### src/mfmove_pkg.sv
// shared constants and types for the move-from execution unit
package mfmove_pkg;
  // major opcodes
  localparam logic [5:0] OPC_SPECIAL = 6'h00;
  localparam logic [5:0] OPC_SYSCTL  = 6'h10;
  localparam logic [5:0] OPC_FPU     = 6'h11;
  localparam logic [5:0] OPC_CUSTOM  = 6'h12;
  // sub-operation and format codes
  localparam logic [4:0] SUB_WORD    = 5'h00;
  localparam logic [4:0] SUB_UPPER   = 5'h03;
  localparam logic [4:0] FMT_S       = 5'h10;
  localparam logic [4:0] FMT_D       = 5'h11;
  localparam logic [4:0] FMT_PS      = 5'h16;
  // function codes
  localparam logic [5:0] FN_UPPER    = 6'h10;
  localparam logic [5:0] FN_BOTTOM   = 6'h12;
  localparam logic [5:0] FN_FMOV     = 6'h06;
  // register byte addresses
  localparam logic [7:0] ADDR_CTRL   = 8'h00;
  localparam logic [7:0] ADDR_STAT   = 8'h04;
  localparam logic [7:0] ADDR_MASK   = 8'h08;
  localparam logic [7:0] ADDR_LAST   = 8'h0C;
  // control bits
  localparam int CTRL_W    = 5;
  localparam int CTRL_CU0  = 0;
  localparam int CTRL_CU1  = 1;
  localparam int CTRL_CU2  = 2;
  localparam int CTRL_FR   = 3;
  localparam int CTRL_REL2 = 4;
  localparam logic [4:0] CTRL_RESET = 5'h17;
  // interrupt bits
  localparam int IRQ_W     = 3;
  localparam int IRQ_RSV   = 0;
  localparam int IRQ_UNUSE = 1;
  localparam int IRQ_DONE  = 2;
  // bus responses
  localparam logic [1:0] RESP_OKAY   = 2'h0;
  localparam logic [1:0] RESP_SLVERR = 2'h2;

  typedef struct packed {
    logic [5:0] opc;
    logic [4:0] sub;
    logic [4:0] tgt;
    logic [4:0] dst;
    logic [4:0] sh;
    logic [5:0] fn;
  } instr_t;

  typedef enum {OP_NONE, OP_SC, OP_FPW, OP_FPH, OP_CCW, OP_CCH,
                OP_PHI, OP_PLO, OP_FMOV, OP_BADFMT} op_t;

  typedef struct packed {
    logic        en;
    logic [4:0]  idx;
    logic [63:0] data;
  } reg_wr_t;

  typedef struct packed {
    logic reserved;
    logic unusable;
  } exc_t;
endpackage

### src/mfmove_unit.sv
// move-from execution unit with AXI4-Lite control registers
//
// Design decisions made here: register access over AXI4-Lite and the address map.
`timescale 1ns/10ps
`default_nettype none
// Operation
// RULE1: system-control read, low word sign-extended
// RULE2: subindex zero for single-variant registers
// RULE3: only existing system-control registers named
// RULE4: fp word move, bits 31..0 sign-extended
// RULE5: custom coprocessor word move sign-extended
// RULE6: fp upper move, bits 63..32 sign-extended
// RULE7: no odd fp source when width bit 0
// RULE8: upper moves reserved before second release
// RULE9: custom upper move, bits 63..32 sign-extended
// RULE10: custom upper only on 64-bit registers
// RULE11: upper product copied, no exception
// RULE12: bottom product copied, no exception
// RULE13: product value correct despite later writes
// RULE14: fp register copy, both halves for paired
// RULE15: fp copy never sets cause or flags
// RULE16: valid fp indices and format from software
// RULE17: no paired copy in 16-register mode
// RULE18: disabled coprocessor raises unusable, no write
module mfmove_unit (
  input  wire logic                 CLK,
  input  wire logic                 RESET,
  input  wire logic                 INSTR_VALID,
  input  wire logic [31:0]          INSTR,
  output logic      [4:0]           SC_IDX,
  output logic      [2:0]           SC_SEL,
  input  wire logic [63:0]          SC_RDATA,
  output logic      [4:0]           FP_IDX,
  input  wire logic [63:0]          FP_RDATA,
  output logic      [15:0]          CC_IMPL,
  input  wire logic [63:0]          CC_RDATA,
  input  wire logic [63:0]          PROD_UPPER,
  input  wire logic [63:0]          PROD_BOTTOM,
  output mfmove_pkg::reg_wr_t       GPR_WR,
  output mfmove_pkg::reg_wr_t       FPR_WR,
  output mfmove_pkg::exc_t          EXC,
  output logic                      FP_CAUSE_WE,
  output logic                      IRQ,
  input  wire logic [7:0]           AWADDR,
  input  wire logic                 AWVALID,
  output logic                      AWREADY,
  input  wire logic [31:0]          WDATA,
  input  wire logic [3:0]           WSTRB,
  input  wire logic                 WVALID,
  output logic                      WREADY,
  output logic      [1:0]           BRESP,
  output logic                      BVALID,
  input  wire logic                 BREADY,
  input  wire logic [7:0]           ARADDR,
  input  wire logic                 ARVALID,
  output logic                      ARREADY,
  output logic      [31:0]          RDATA,
  output logic      [1:0]           RRESP,
  output logic                      RVALID,
  input  wire logic                 RREADY
);

  function automatic mfmove_pkg::op_t decode(input mfmove_pkg::instr_t i);
    mfmove_pkg::op_t op;
    op = mfmove_pkg::OP_NONE;
    case (i.opc)
      mfmove_pkg::OPC_SPECIAL: begin
        if (i.fn == mfmove_pkg::FN_UPPER) op = mfmove_pkg::OP_PHI;
        else if (i.fn == mfmove_pkg::FN_BOTTOM) op = mfmove_pkg::OP_PLO;
      end
      mfmove_pkg::OPC_SYSCTL: begin
        if (i.sub == mfmove_pkg::SUB_WORD) op = mfmove_pkg::OP_SC;
      end
      mfmove_pkg::OPC_FPU: begin
        if (i.sub == mfmove_pkg::SUB_WORD) op = mfmove_pkg::OP_FPW;
        else if (i.sub == mfmove_pkg::SUB_UPPER) op = mfmove_pkg::OP_FPH;
        else if (i.fn == mfmove_pkg::FN_FMOV) begin
          if (i.sub == mfmove_pkg::FMT_S || i.sub == mfmove_pkg::FMT_D ||
              i.sub == mfmove_pkg::FMT_PS) op = mfmove_pkg::OP_FMOV;
          else op = mfmove_pkg::OP_BADFMT;
        end
      end
      mfmove_pkg::OPC_CUSTOM: begin
        if (i.sub == mfmove_pkg::SUB_WORD) op = mfmove_pkg::OP_CCW;
        else if (i.sub == mfmove_pkg::SUB_UPPER) op = mfmove_pkg::OP_CCH;
      end
      default: op = mfmove_pkg::OP_NONE;
    endcase
    return op;
  endfunction

  function automatic logic [63:0] sext(input logic [31:0] w);
    return {{32{w[31]}}, w};
  endfunction

  // decode stage
  logic                    s1_valid;
  mfmove_pkg::instr_t      s1_ins;
  mfmove_pkg::op_t         s1_op;
  logic [mfmove_pkg::CTRL_W-1:0] ctrl;
  logic [mfmove_pkg::IRQ_W-1:0]  stat;
  logic [mfmove_pkg::IRQ_W-1:0]  mask;
  logic [31:0]             last;

  always_ff @(posedge CLK) begin
    if (RESET) begin
      s1_valid <= 1'b0;
      s1_ins   <= '0;
      s1_op    <= mfmove_pkg::OP_NONE;
    end else begin
      s1_valid <= INSTR_VALID;
      s1_ins   <= INSTR;
      s1_op    <= decode(INSTR);
    end
  end

  // read ports to the register files
  assign SC_IDX  = s1_ins.dst;
  assign SC_SEL  = s1_ins.fn[2:0];
  assign FP_IDX  = s1_ins.dst;
  assign CC_IMPL = {s1_ins.dst, s1_ins.sh, s1_ins.fn};

  // execute stage
  mfmove_pkg::reg_wr_t next_gpr;
  mfmove_pkg::reg_wr_t next_fpr;
  mfmove_pkg::exc_t    next_exc;
  logic                is_upper;
  logic                unit_off;

  always_comb begin
    next_gpr = '0;
    next_fpr = '0;
    next_exc = '0;
    is_upper = s1_op == mfmove_pkg::OP_FPH || s1_op == mfmove_pkg::OP_CCH;
    case (s1_op)
      mfmove_pkg::OP_SC: unit_off = !ctrl[mfmove_pkg::CTRL_CU0];
      mfmove_pkg::OP_FPW, mfmove_pkg::OP_FPH, mfmove_pkg::OP_FMOV:
        unit_off = !ctrl[mfmove_pkg::CTRL_CU1];
      mfmove_pkg::OP_CCW, mfmove_pkg::OP_CCH:
        unit_off = !ctrl[mfmove_pkg::CTRL_CU2];
      default: unit_off = 1'b0;
    endcase
    next_gpr.idx = (s1_op == mfmove_pkg::OP_PHI || s1_op == mfmove_pkg::OP_PLO) ?
                   s1_ins.dst : s1_ins.tgt; // RULE11 RULE12
    next_fpr.idx = s1_ins.sh;
    if (s1_valid && s1_op != mfmove_pkg::OP_NONE) begin
      if ((is_upper && !ctrl[mfmove_pkg::CTRL_REL2]) ||
          s1_op == mfmove_pkg::OP_BADFMT) begin
        next_exc.reserved = 1'b1; // RULE8
      end else if (unit_off) begin
        next_exc.unusable = 1'b1; // RULE18
      end else begin
        next_gpr.en = s1_op != mfmove_pkg::OP_FMOV;
        case (s1_op)
          mfmove_pkg::OP_SC:  next_gpr.data = sext(SC_RDATA[31:0]); // RULE1
          mfmove_pkg::OP_FPW: next_gpr.data = sext(FP_RDATA[31:0]); // RULE4
          mfmove_pkg::OP_FPH: next_gpr.data = sext(FP_RDATA[63:32]); // RULE6
          mfmove_pkg::OP_CCW: next_gpr.data = sext(CC_RDATA[31:0]); // RULE5
          mfmove_pkg::OP_CCH: next_gpr.data = sext(CC_RDATA[63:32]); // RULE9
          mfmove_pkg::OP_PHI: next_gpr.data = PROD_UPPER; // RULE11 RULE13
          mfmove_pkg::OP_PLO: next_gpr.data = PROD_BOTTOM; // RULE12 RULE13
          mfmove_pkg::OP_FMOV: begin
            next_fpr.en   = 1'b1; // RULE14
            next_fpr.data = FP_RDATA;
          end
          default: next_gpr.en = 1'b0;
        endcase
      end
    end
  end

  always_ff @(posedge CLK) begin
    if (RESET) begin
      GPR_WR <= '0;
      FPR_WR <= '0;
      EXC    <= '0;
    end else begin
      GPR_WR <= next_gpr;
      FPR_WR <= next_fpr;
      EXC    <= next_exc;
    end
  end

  assign FP_CAUSE_WE = 1'b0; // RULE15

  // register bus
  logic        aw_hold;
  logic [7:0]  aw_addr;
  logic        w_hold;
  logic [31:0] w_data;
  logic        w_lane0;
  logic [1:0]  bresp;
  logic        bvalid;
  logic        rvalid;
  logic [31:0] rdata;
  logic [1:0]  rresp;
  logic        next_aw_hold;
  logic [7:0]  next_aw_addr;
  logic        next_w_hold;
  logic [31:0] next_w_data;
  logic        next_w_lane0;
  logic [1:0]  next_bresp;
  logic        next_bvalid;
  logic        next_rvalid;
  logic [31:0] next_rdata;
  logic [1:0]  next_rresp;
  logic [mfmove_pkg::CTRL_W-1:0] next_ctrl;
  logic [mfmove_pkg::IRQ_W-1:0]  next_stat;
  logic [mfmove_pkg::IRQ_W-1:0]  next_mask;
  logic [31:0] next_last;
  logic        do_wr;

  assign AWREADY = !aw_hold && !bvalid;
  assign WREADY  = !w_hold && !bvalid;
  assign ARREADY = !rvalid;
  assign BVALID  = bvalid;
  assign BRESP   = bresp;
  assign RVALID  = rvalid;
  assign RDATA   = rdata;
  assign RRESP   = rresp;
  assign IRQ     = |(stat & mask);

  always_comb begin
    next_aw_hold = aw_hold;
    next_aw_addr = aw_addr;
    next_w_hold  = w_hold;
    next_w_data  = w_data;
    next_w_lane0 = w_lane0;
    next_bresp   = bresp;
    next_bvalid  = bvalid;
    next_rvalid  = rvalid;
    next_rdata   = rdata;
    next_rresp   = rresp;
    next_ctrl    = ctrl;
    next_mask    = mask;
    next_last    = GPR_WR.en ? GPR_WR.data[31:0] : last;
    next_stat    = stat;
    if (AWVALID && AWREADY) begin
      next_aw_hold = 1'b1;
      next_aw_addr = AWADDR;
    end
    if (WVALID && WREADY) begin
      next_w_hold  = 1'b1;
      next_w_data  = WDATA;
      next_w_lane0 = WSTRB[0];
    end
    do_wr = aw_hold && w_hold && !bvalid;
    if (do_wr) begin
      next_aw_hold = 1'b0;
      next_w_hold  = 1'b0;
      next_bvalid  = 1'b1;
      next_bresp   = mfmove_pkg::RESP_OKAY;
      case (aw_addr)
        mfmove_pkg::ADDR_CTRL:
          if (w_lane0) next_ctrl = w_data[mfmove_pkg::CTRL_W-1:0];
        mfmove_pkg::ADDR_STAT:
          if (w_lane0) next_stat = stat & ~w_data[mfmove_pkg::IRQ_W-1:0];
        mfmove_pkg::ADDR_MASK:
          if (w_lane0) next_mask = w_data[mfmove_pkg::IRQ_W-1:0];
        mfmove_pkg::ADDR_LAST: next_bresp = mfmove_pkg::RESP_OKAY;
        default: next_bresp = mfmove_pkg::RESP_SLVERR;
      endcase
    end
    // hardware set wins over software clear
    next_stat[mfmove_pkg::IRQ_RSV]   = next_stat[mfmove_pkg::IRQ_RSV] | EXC.reserved;
    next_stat[mfmove_pkg::IRQ_UNUSE] = next_stat[mfmove_pkg::IRQ_UNUSE] | EXC.unusable;
    next_stat[mfmove_pkg::IRQ_DONE]  = next_stat[mfmove_pkg::IRQ_DONE] |
                                       GPR_WR.en | FPR_WR.en;
    if (bvalid && BREADY) next_bvalid = 1'b0;
    if (rvalid && RREADY) next_rvalid = 1'b0;
    if (ARVALID && ARREADY) begin
      next_rvalid = 1'b1;
      next_rresp  = mfmove_pkg::RESP_OKAY;
      next_rdata  = '0;
      case (ARADDR)
        mfmove_pkg::ADDR_CTRL: next_rdata[mfmove_pkg::CTRL_W-1:0] = ctrl;
        mfmove_pkg::ADDR_STAT: next_rdata[mfmove_pkg::IRQ_W-1:0] = stat;
        mfmove_pkg::ADDR_MASK: next_rdata[mfmove_pkg::IRQ_W-1:0] = mask;
        mfmove_pkg::ADDR_LAST: next_rdata = last;
        default: next_rresp = mfmove_pkg::RESP_SLVERR;
      endcase
    end
  end

  always_ff @(posedge CLK) begin
    if (RESET) begin
      aw_hold <= 1'b0;
      aw_addr <= '0;
      w_hold  <= 1'b0;
      w_data  <= '0;
      w_lane0 <= 1'b0;
      bresp   <= mfmove_pkg::RESP_OKAY;
      bvalid  <= 1'b0;
      rvalid  <= 1'b0;
      rdata   <= '0;
      rresp   <= mfmove_pkg::RESP_OKAY;
      ctrl    <= mfmove_pkg::CTRL_RESET;
      stat    <= '0;
      mask    <= '0;
      last    <= '0;
    end else begin
      aw_hold <= next_aw_hold;
      aw_addr <= next_aw_addr;
      w_hold  <= next_w_hold;
      w_data  <= next_w_data;
      w_lane0 <= next_w_lane0;
      bresp   <= next_bresp;
      bvalid  <= next_bvalid;
      rvalid  <= next_rvalid;
      rdata   <= next_rdata;
      rresp   <= next_rresp;
      ctrl    <= next_ctrl;
      stat    <= next_stat;
      mask    <= next_mask;
      last    <= next_last;
    end
  end

  // checks
  logic go;
  assign go = s1_valid && !next_exc.reserved && !next_exc.unusable;
endmodule // mfmove_unit
`default_nettype wire

### config.mk
export PLATFORM = sky130hd
export DESIGN_NAME = mfmove_unit
export DESIGN_NICKNAME = d
export VERILOG_FILES = /design/src/mfmove_pkg.sv /design/src/mfmove_unit.sv
export SDC_FILE = /design/constraint.sdc
export NUM_CORES = 1
export LEC_CHECK = 0
export ABC_AREA = 0
export BUFFER_PORTS_ARGS = -buffer_cell sky130_fd_sc_hd__buf_2
export CAP_MARGIN = 20
export CORE_AREA = 2 2 244 246
export DETAILED_ROUTE_END_ITERATION = 10
export DIE_AREA = 0 0 246 248
export GPL_ROUTABILITY_DRIVEN = 0
export PLACE_DENSITY = 0.49
export SYNTH_ARGS = -nofsm -noshare
export SYNTH_HDL_FRONTEND = slang
export SYNTH_SLANG_ARGS = --single-unit
### constraint.sdc
create_clock -name CLK -period 2.3 [get_ports CLK]
set_input_delay 0.345 -clock CLK [delete_from_list [all_inputs] [get_ports CLK]]
set_output_delay 0.345 -clock CLK [all_outputs]
set_load 0.005 [all_outputs]
* Word-level counts from Yosys, hierarchy flattened
Cells that the tools add are included.
Operators by class: bitwise gates (word level) 10, muxes and demuxes 26, equality and inequality tests 30, reductions and logical operators 45
Operators with widths (number):
- $pmux W64 S7 | 1
- $eq A32 B3 Y1 const B | 5
- $eq A32 B4 Y1 const B | 4
- $pmux W32 S4 | 1
- $eq A32 B2 Y1 const B | 2
- $eq A32 B1 Y1 const B | 1
- $eq A32 B5 Y1 const B | 1
- $eq A8 B4 Y1 const B | 4
- $ne A32 B5 Y1 const B | 1
- $reduce_bool A32 Y1 | 1
- $eq A6 B5 Y1 const B | 5
- $mux W27 | 1
- $mux W3 | 7
- $eq A8 B3 Y1 const B | 2
- $logic_not A8 Y1 | 2
- $eq A5 B5 Y1 const B | 3
- $mux W4 | 3
- $pmux W3 S4 | 1
- $reduce_or A4 Y1 | 3
- $logic_and A1 B1 Y1 | 11
- $reduce_or A5 Y1 | 2
- $reduce_or A3 Y1 | 3
- $logic_not A1 Y1 | 8
- $reduce_or A2 Y1 | 4
- other kinds (17) | 35
Storage, ports and cells: flip-flop bits (word level) 293, logic and storage cells 139

* Depth between registers and ports, before layout
depth in word-level cells 8, gate-level depth with buffers 8, gate-level depth less buffers 4

* Least setup slack after synthesis
OpenSTA, ideal clock, no wires.
path kind input port to flip-flop, start input ARADDR[1], end register rdata[27], in the netlist RDATA[27], library setup time 65 ps, setup slack 614 ps, stages 5, arrival time 1621 ps, cell sequence or4_4 -> nor4b_4 -> buf_6 -> a22oi_1 -> nor2_1
On the way: longest elaborated chain between the ends 2
RTL lines:
- start, declared | line mfmove_unit.sv:54 | input wire logic [7:0] ARADDR,
- $eq A8 B4 Y1 | line mfmove_unit.sv:275 | case (ARADDR)
- $mux W27 | line mfmove_unit.sv:275
- end signal, assigned | line mfmove_unit.sv:310 | rdata <= next_rdata;
- end, declared | line mfmove_unit.sv:195 | logic [31:0] rdata;
Every way passes these cells. A chain may end at the register's enable or synchronous reset.

* Final worst setup path
start register s1_op[3], end register GPR_WR[17] (netlist bit)
On the way: longest elaborated chain between the ends 5, elaborated cells between the ends (all ways) 22
RTL lines:
- start, declared | line mfmove_unit.sv:99 | mfmove_pkg::op_t s1_op;
- start signal, assigned | line mfmove_unit.sv:109 | s1_op <= mfmove_pkg::OP_NONE;
- start signal, assigned | line mfmove_unit.sv:113 | s1_op <= decode(INSTR);
- parallel branches: the longest is 5 deep, another holds $eq A32 B4 Y1
- end signal, assigned | line mfmove_unit.sv:178 | GPR_WR <= next_gpr;
- end, declared | line mfmove_unit.sv:39 | output mfmove_pkg::reg_wr_t GPR_WR,
Parallel ways; which one is timed is not known.

==> flow_metrics.env <==
export IMPL_globalRouteTotalUtil_pct=13.2
export IMPL_endpoint_kind="register"
export IMPL_synth_area_um2=10500
export IMPL_drv_cap=0
export IMPL_async_flop_share_pct=0
export IMPL_skew_ns=0.0170
export IMPL_rows=89
export IMPL_fmax_mhz=470
export IMPL_area_growth_pct=52.3
export IMPL_hold_viol=0
export IMPL_tns_ns=0
export IMPL_finalCriticalPeriod_ns=2.13
export IMPL_crit_required_ns=2.76
export IMPL_clock_sinks=263
export IMPL_dieHeight_um=248
export IMPL_power_leakage_nw=6.82
export IMPL_cts_buffers=31
export IMPL_ios=626
export IMPL_dp_hpwl_mm=32.2
export IMPL_initial_utilization_pct=18.0
export IMPL_grt_overflow=0
export IMPL_dp_slack_ns=0.116
export IMPL_drive_gt1_share_pct=41.4
export IMPL_final_common_cell="buf_2"
export IMPL_clkTransAtPathRegs_ns=0.06
export IMPL_grt_pass1_wl_mm=61.7
export IMPL_dieArea_um2=61000
export IMPL_path_max_fanout=32
export IMPL_slew_viol_final=0
export IMPL_rsz0062_at_grt="false"
export IMPL_final_setup_worst_slack_ns=0.173
export IMPL_clk_latency_ns=0.57
export IMPL_ys_warnings_count=0
export IMPL_tightest_slew_ns=1.04
export IMPL_synth_cell_type_count=56
export IMPL_hp_class="in -> reg"
export IMPL_critPathArrivalTime_ns=2.58
export IMPL_cts_tree="done"
export IMPL_status="complete, no violations"
export IMPL_ant_nets=0
export IMPL_vias_per_cell=4.23
export IMPL_p_per_area_nw_per_um2=655
export IMPL_critPathKind="reg -> reg"
export IMPL_h_tree_depth=1
export IMPL_nets=2077
export IMPL_drt_iter0_markers=625
export IMPL_period_share_pct=92.5
export IMPL_clockBufferDepth=3
export IMPL_wirelength_mm=43.4
export IMPL_die_x_um=246
export IMPL_grt_max_degree=134
export IMPL_ys_ff_latch=263
export IMPL_synth_seq_area_share_pct=50.1
export IMPL_port_buffers=560
export IMPL_synthCells=1062
export IMPL_min_path_cells=2
export IMPL_drc=0
export IMPL_routedWlPerCell_um=17.6
export IMPL_cts_hold_buf=93
export IMPL_clk_root_buffer_cell="clkbuf_16"
export IMPL_cts_setup_buffers=0
export IMPL_multiInputGateArea_um2=4580
export IMPL_startpoint_type="register"
export IMPL_fillCellCount=6234
export IMPL_cts_repair_resize_count=0
export IMPL_synth_edff_count=0
export IMPL_via_count=10427
export IMPL_grt_pass1_vias=10495
export IMPL_synthFlopType="dfxtp_1"
export IMPL_antenna_found_initial=4
export IMPL_fin_hold_ws_ns=0.0397
export IMPL_seq_area_um2=5270
export IMPL_layout_common_cells="buf_2 (559), dfxtp_1 (261), nor2_1 (93), dlygate4sd3_1 (93), a22oi_1 (91)"
export IMPL_timing_reg2reg_worst_path_depth=4
export IMPL_core_um2=58500
export IMPL_setup_viol=0
export IMPL_synth_area_per_cell_um2=9.89
export IMPL_vdd_drop_max_mv=0.402
export IMPL_relSlewSlack_pct=31.0
export IMPL_drt_pass1_iter_count=8
[cell usage after synthesis (all sizes together), types with 2 or more instances]
library cell / number / share of area, %
mux4: 3 / 0.64
or4: 2 / 0.18
nand3: 7 / 0.33
o21ai: 6 / 0.29
nor3: 39 / 1.9
mux2: 33 / 3.5
nand2b: 11 / 0.66
nor4b: 6 / 0.82
nand4: 3 / 0.18
a311oi: 4 / 0.33
nor2: 93 / 3.3
buf: 74 / 4.6
clkbuf: 44 / 2.0
and2: 69 / 4.1
a222oi: 32 / 3.1
dfxtp: 263 / 50
a22oi: 91 / 6.5
and3b: 2 / 0.17
a21oi: 29 / 1.4
nand2: 69 / 2.5
a22o: 2 / 0.17
and4bb: 3 / 0.36
a211oi: 34 / 2.4
nand3b: 2 / 0.14
nor4: 4 / 0.24
inv: 9 / 0.32
nor2b: 30 / 1.8
mux2i: 47 / 4.5
and3: 32 / 1.9
nor3b: 4 / 0.29
[state kept, by name (all words and copies together) (netlist names), 2 cells and up]
name	count
mask	3
aw_addr	8
FP_IDX	5
GPR_WR	70
s1_ins	5
w_data	5
CC_IMPL	11
ctrl	5
s1_op	4
last	32
FPR_WR	70
EXC	2
RDATA	32
stat	3
[through the flow]
stage	power [mW]	cells	area (um2)	util, %
finish	10.5	2464	16000	27.4
global route	10.9	2464	16000	27.4
CTS	10.7	2461	16000	27.3
detailed placement	5.36	2312	14000	23.9
global placement	5.35	2312	14000	23.9
floorplan	4.97	1064	10500	-
[kinds of logic after synthesis]
kind of cell | Yosys count | synth area share [%]
AO/OA/AOI/OAI | 204 | 14.7
buffers and inverters | 128 | 7.03
XOR/XNOR | 2 | 0.167
flip-flops | 263 | 50.1
other | 1 | 0.0357
AND/OR/NAND/NOR | 381 | 19.2
multiplexers | 83 | 8.66
[critical path: stages, from the launching register on]
cell and delay, ns:
dfxtp_1 0.31, and4bb_2 0.95, a222oi_1 0.27, and3_1 0.21, nor3_1 0.21
[layer usage]
metal	routed length [um]	GRT usage, %
met4	1140	4.74
met3	2760	2.39
met1	18100	16.5
met2	21400	22.5
met5	0	0
[final timing paths]
kind | startpoint | slack, ns | to
setup reg to reg | s1_op[3] | 0.17 | GPR_WR[17]
hold reg to reg | s1_ins[17] | 0.44 | GPR_WR[65]
hold / removal | RESET | 0.04 | s1_op[3]
setup / recovery | s1_op[3] | 0.17 | GPR_WR[17]
[cell type report]
| class | instances | area share (%) |
|---|---|---|
| multi-input cells | 673 | 28.6 |
| inverters | 9 | 0.211 |
| clock buffers | 48 | 5.88 |
| flip-flops and latches | 263 | 32.9 |
| repair buffers | 687 | 25.5 |
| well taps | 773 | 6.05 |
| diodes | 3 | 0.0469 |
| clock inverters | 8 | 0.743 |
[where the power goes]
| group | internal [mW] | switching (mW) | leakage, nW |
|---|---|---|---|
| combinational | 0.430 | 0.315 | 4.16 |
| clock | 3.12 | 1.98 | 0.525 |
| sequential | 4.61 | 0.0337 | 2.13 |
No activity file was read; power rests on OpenSTA's default activity.
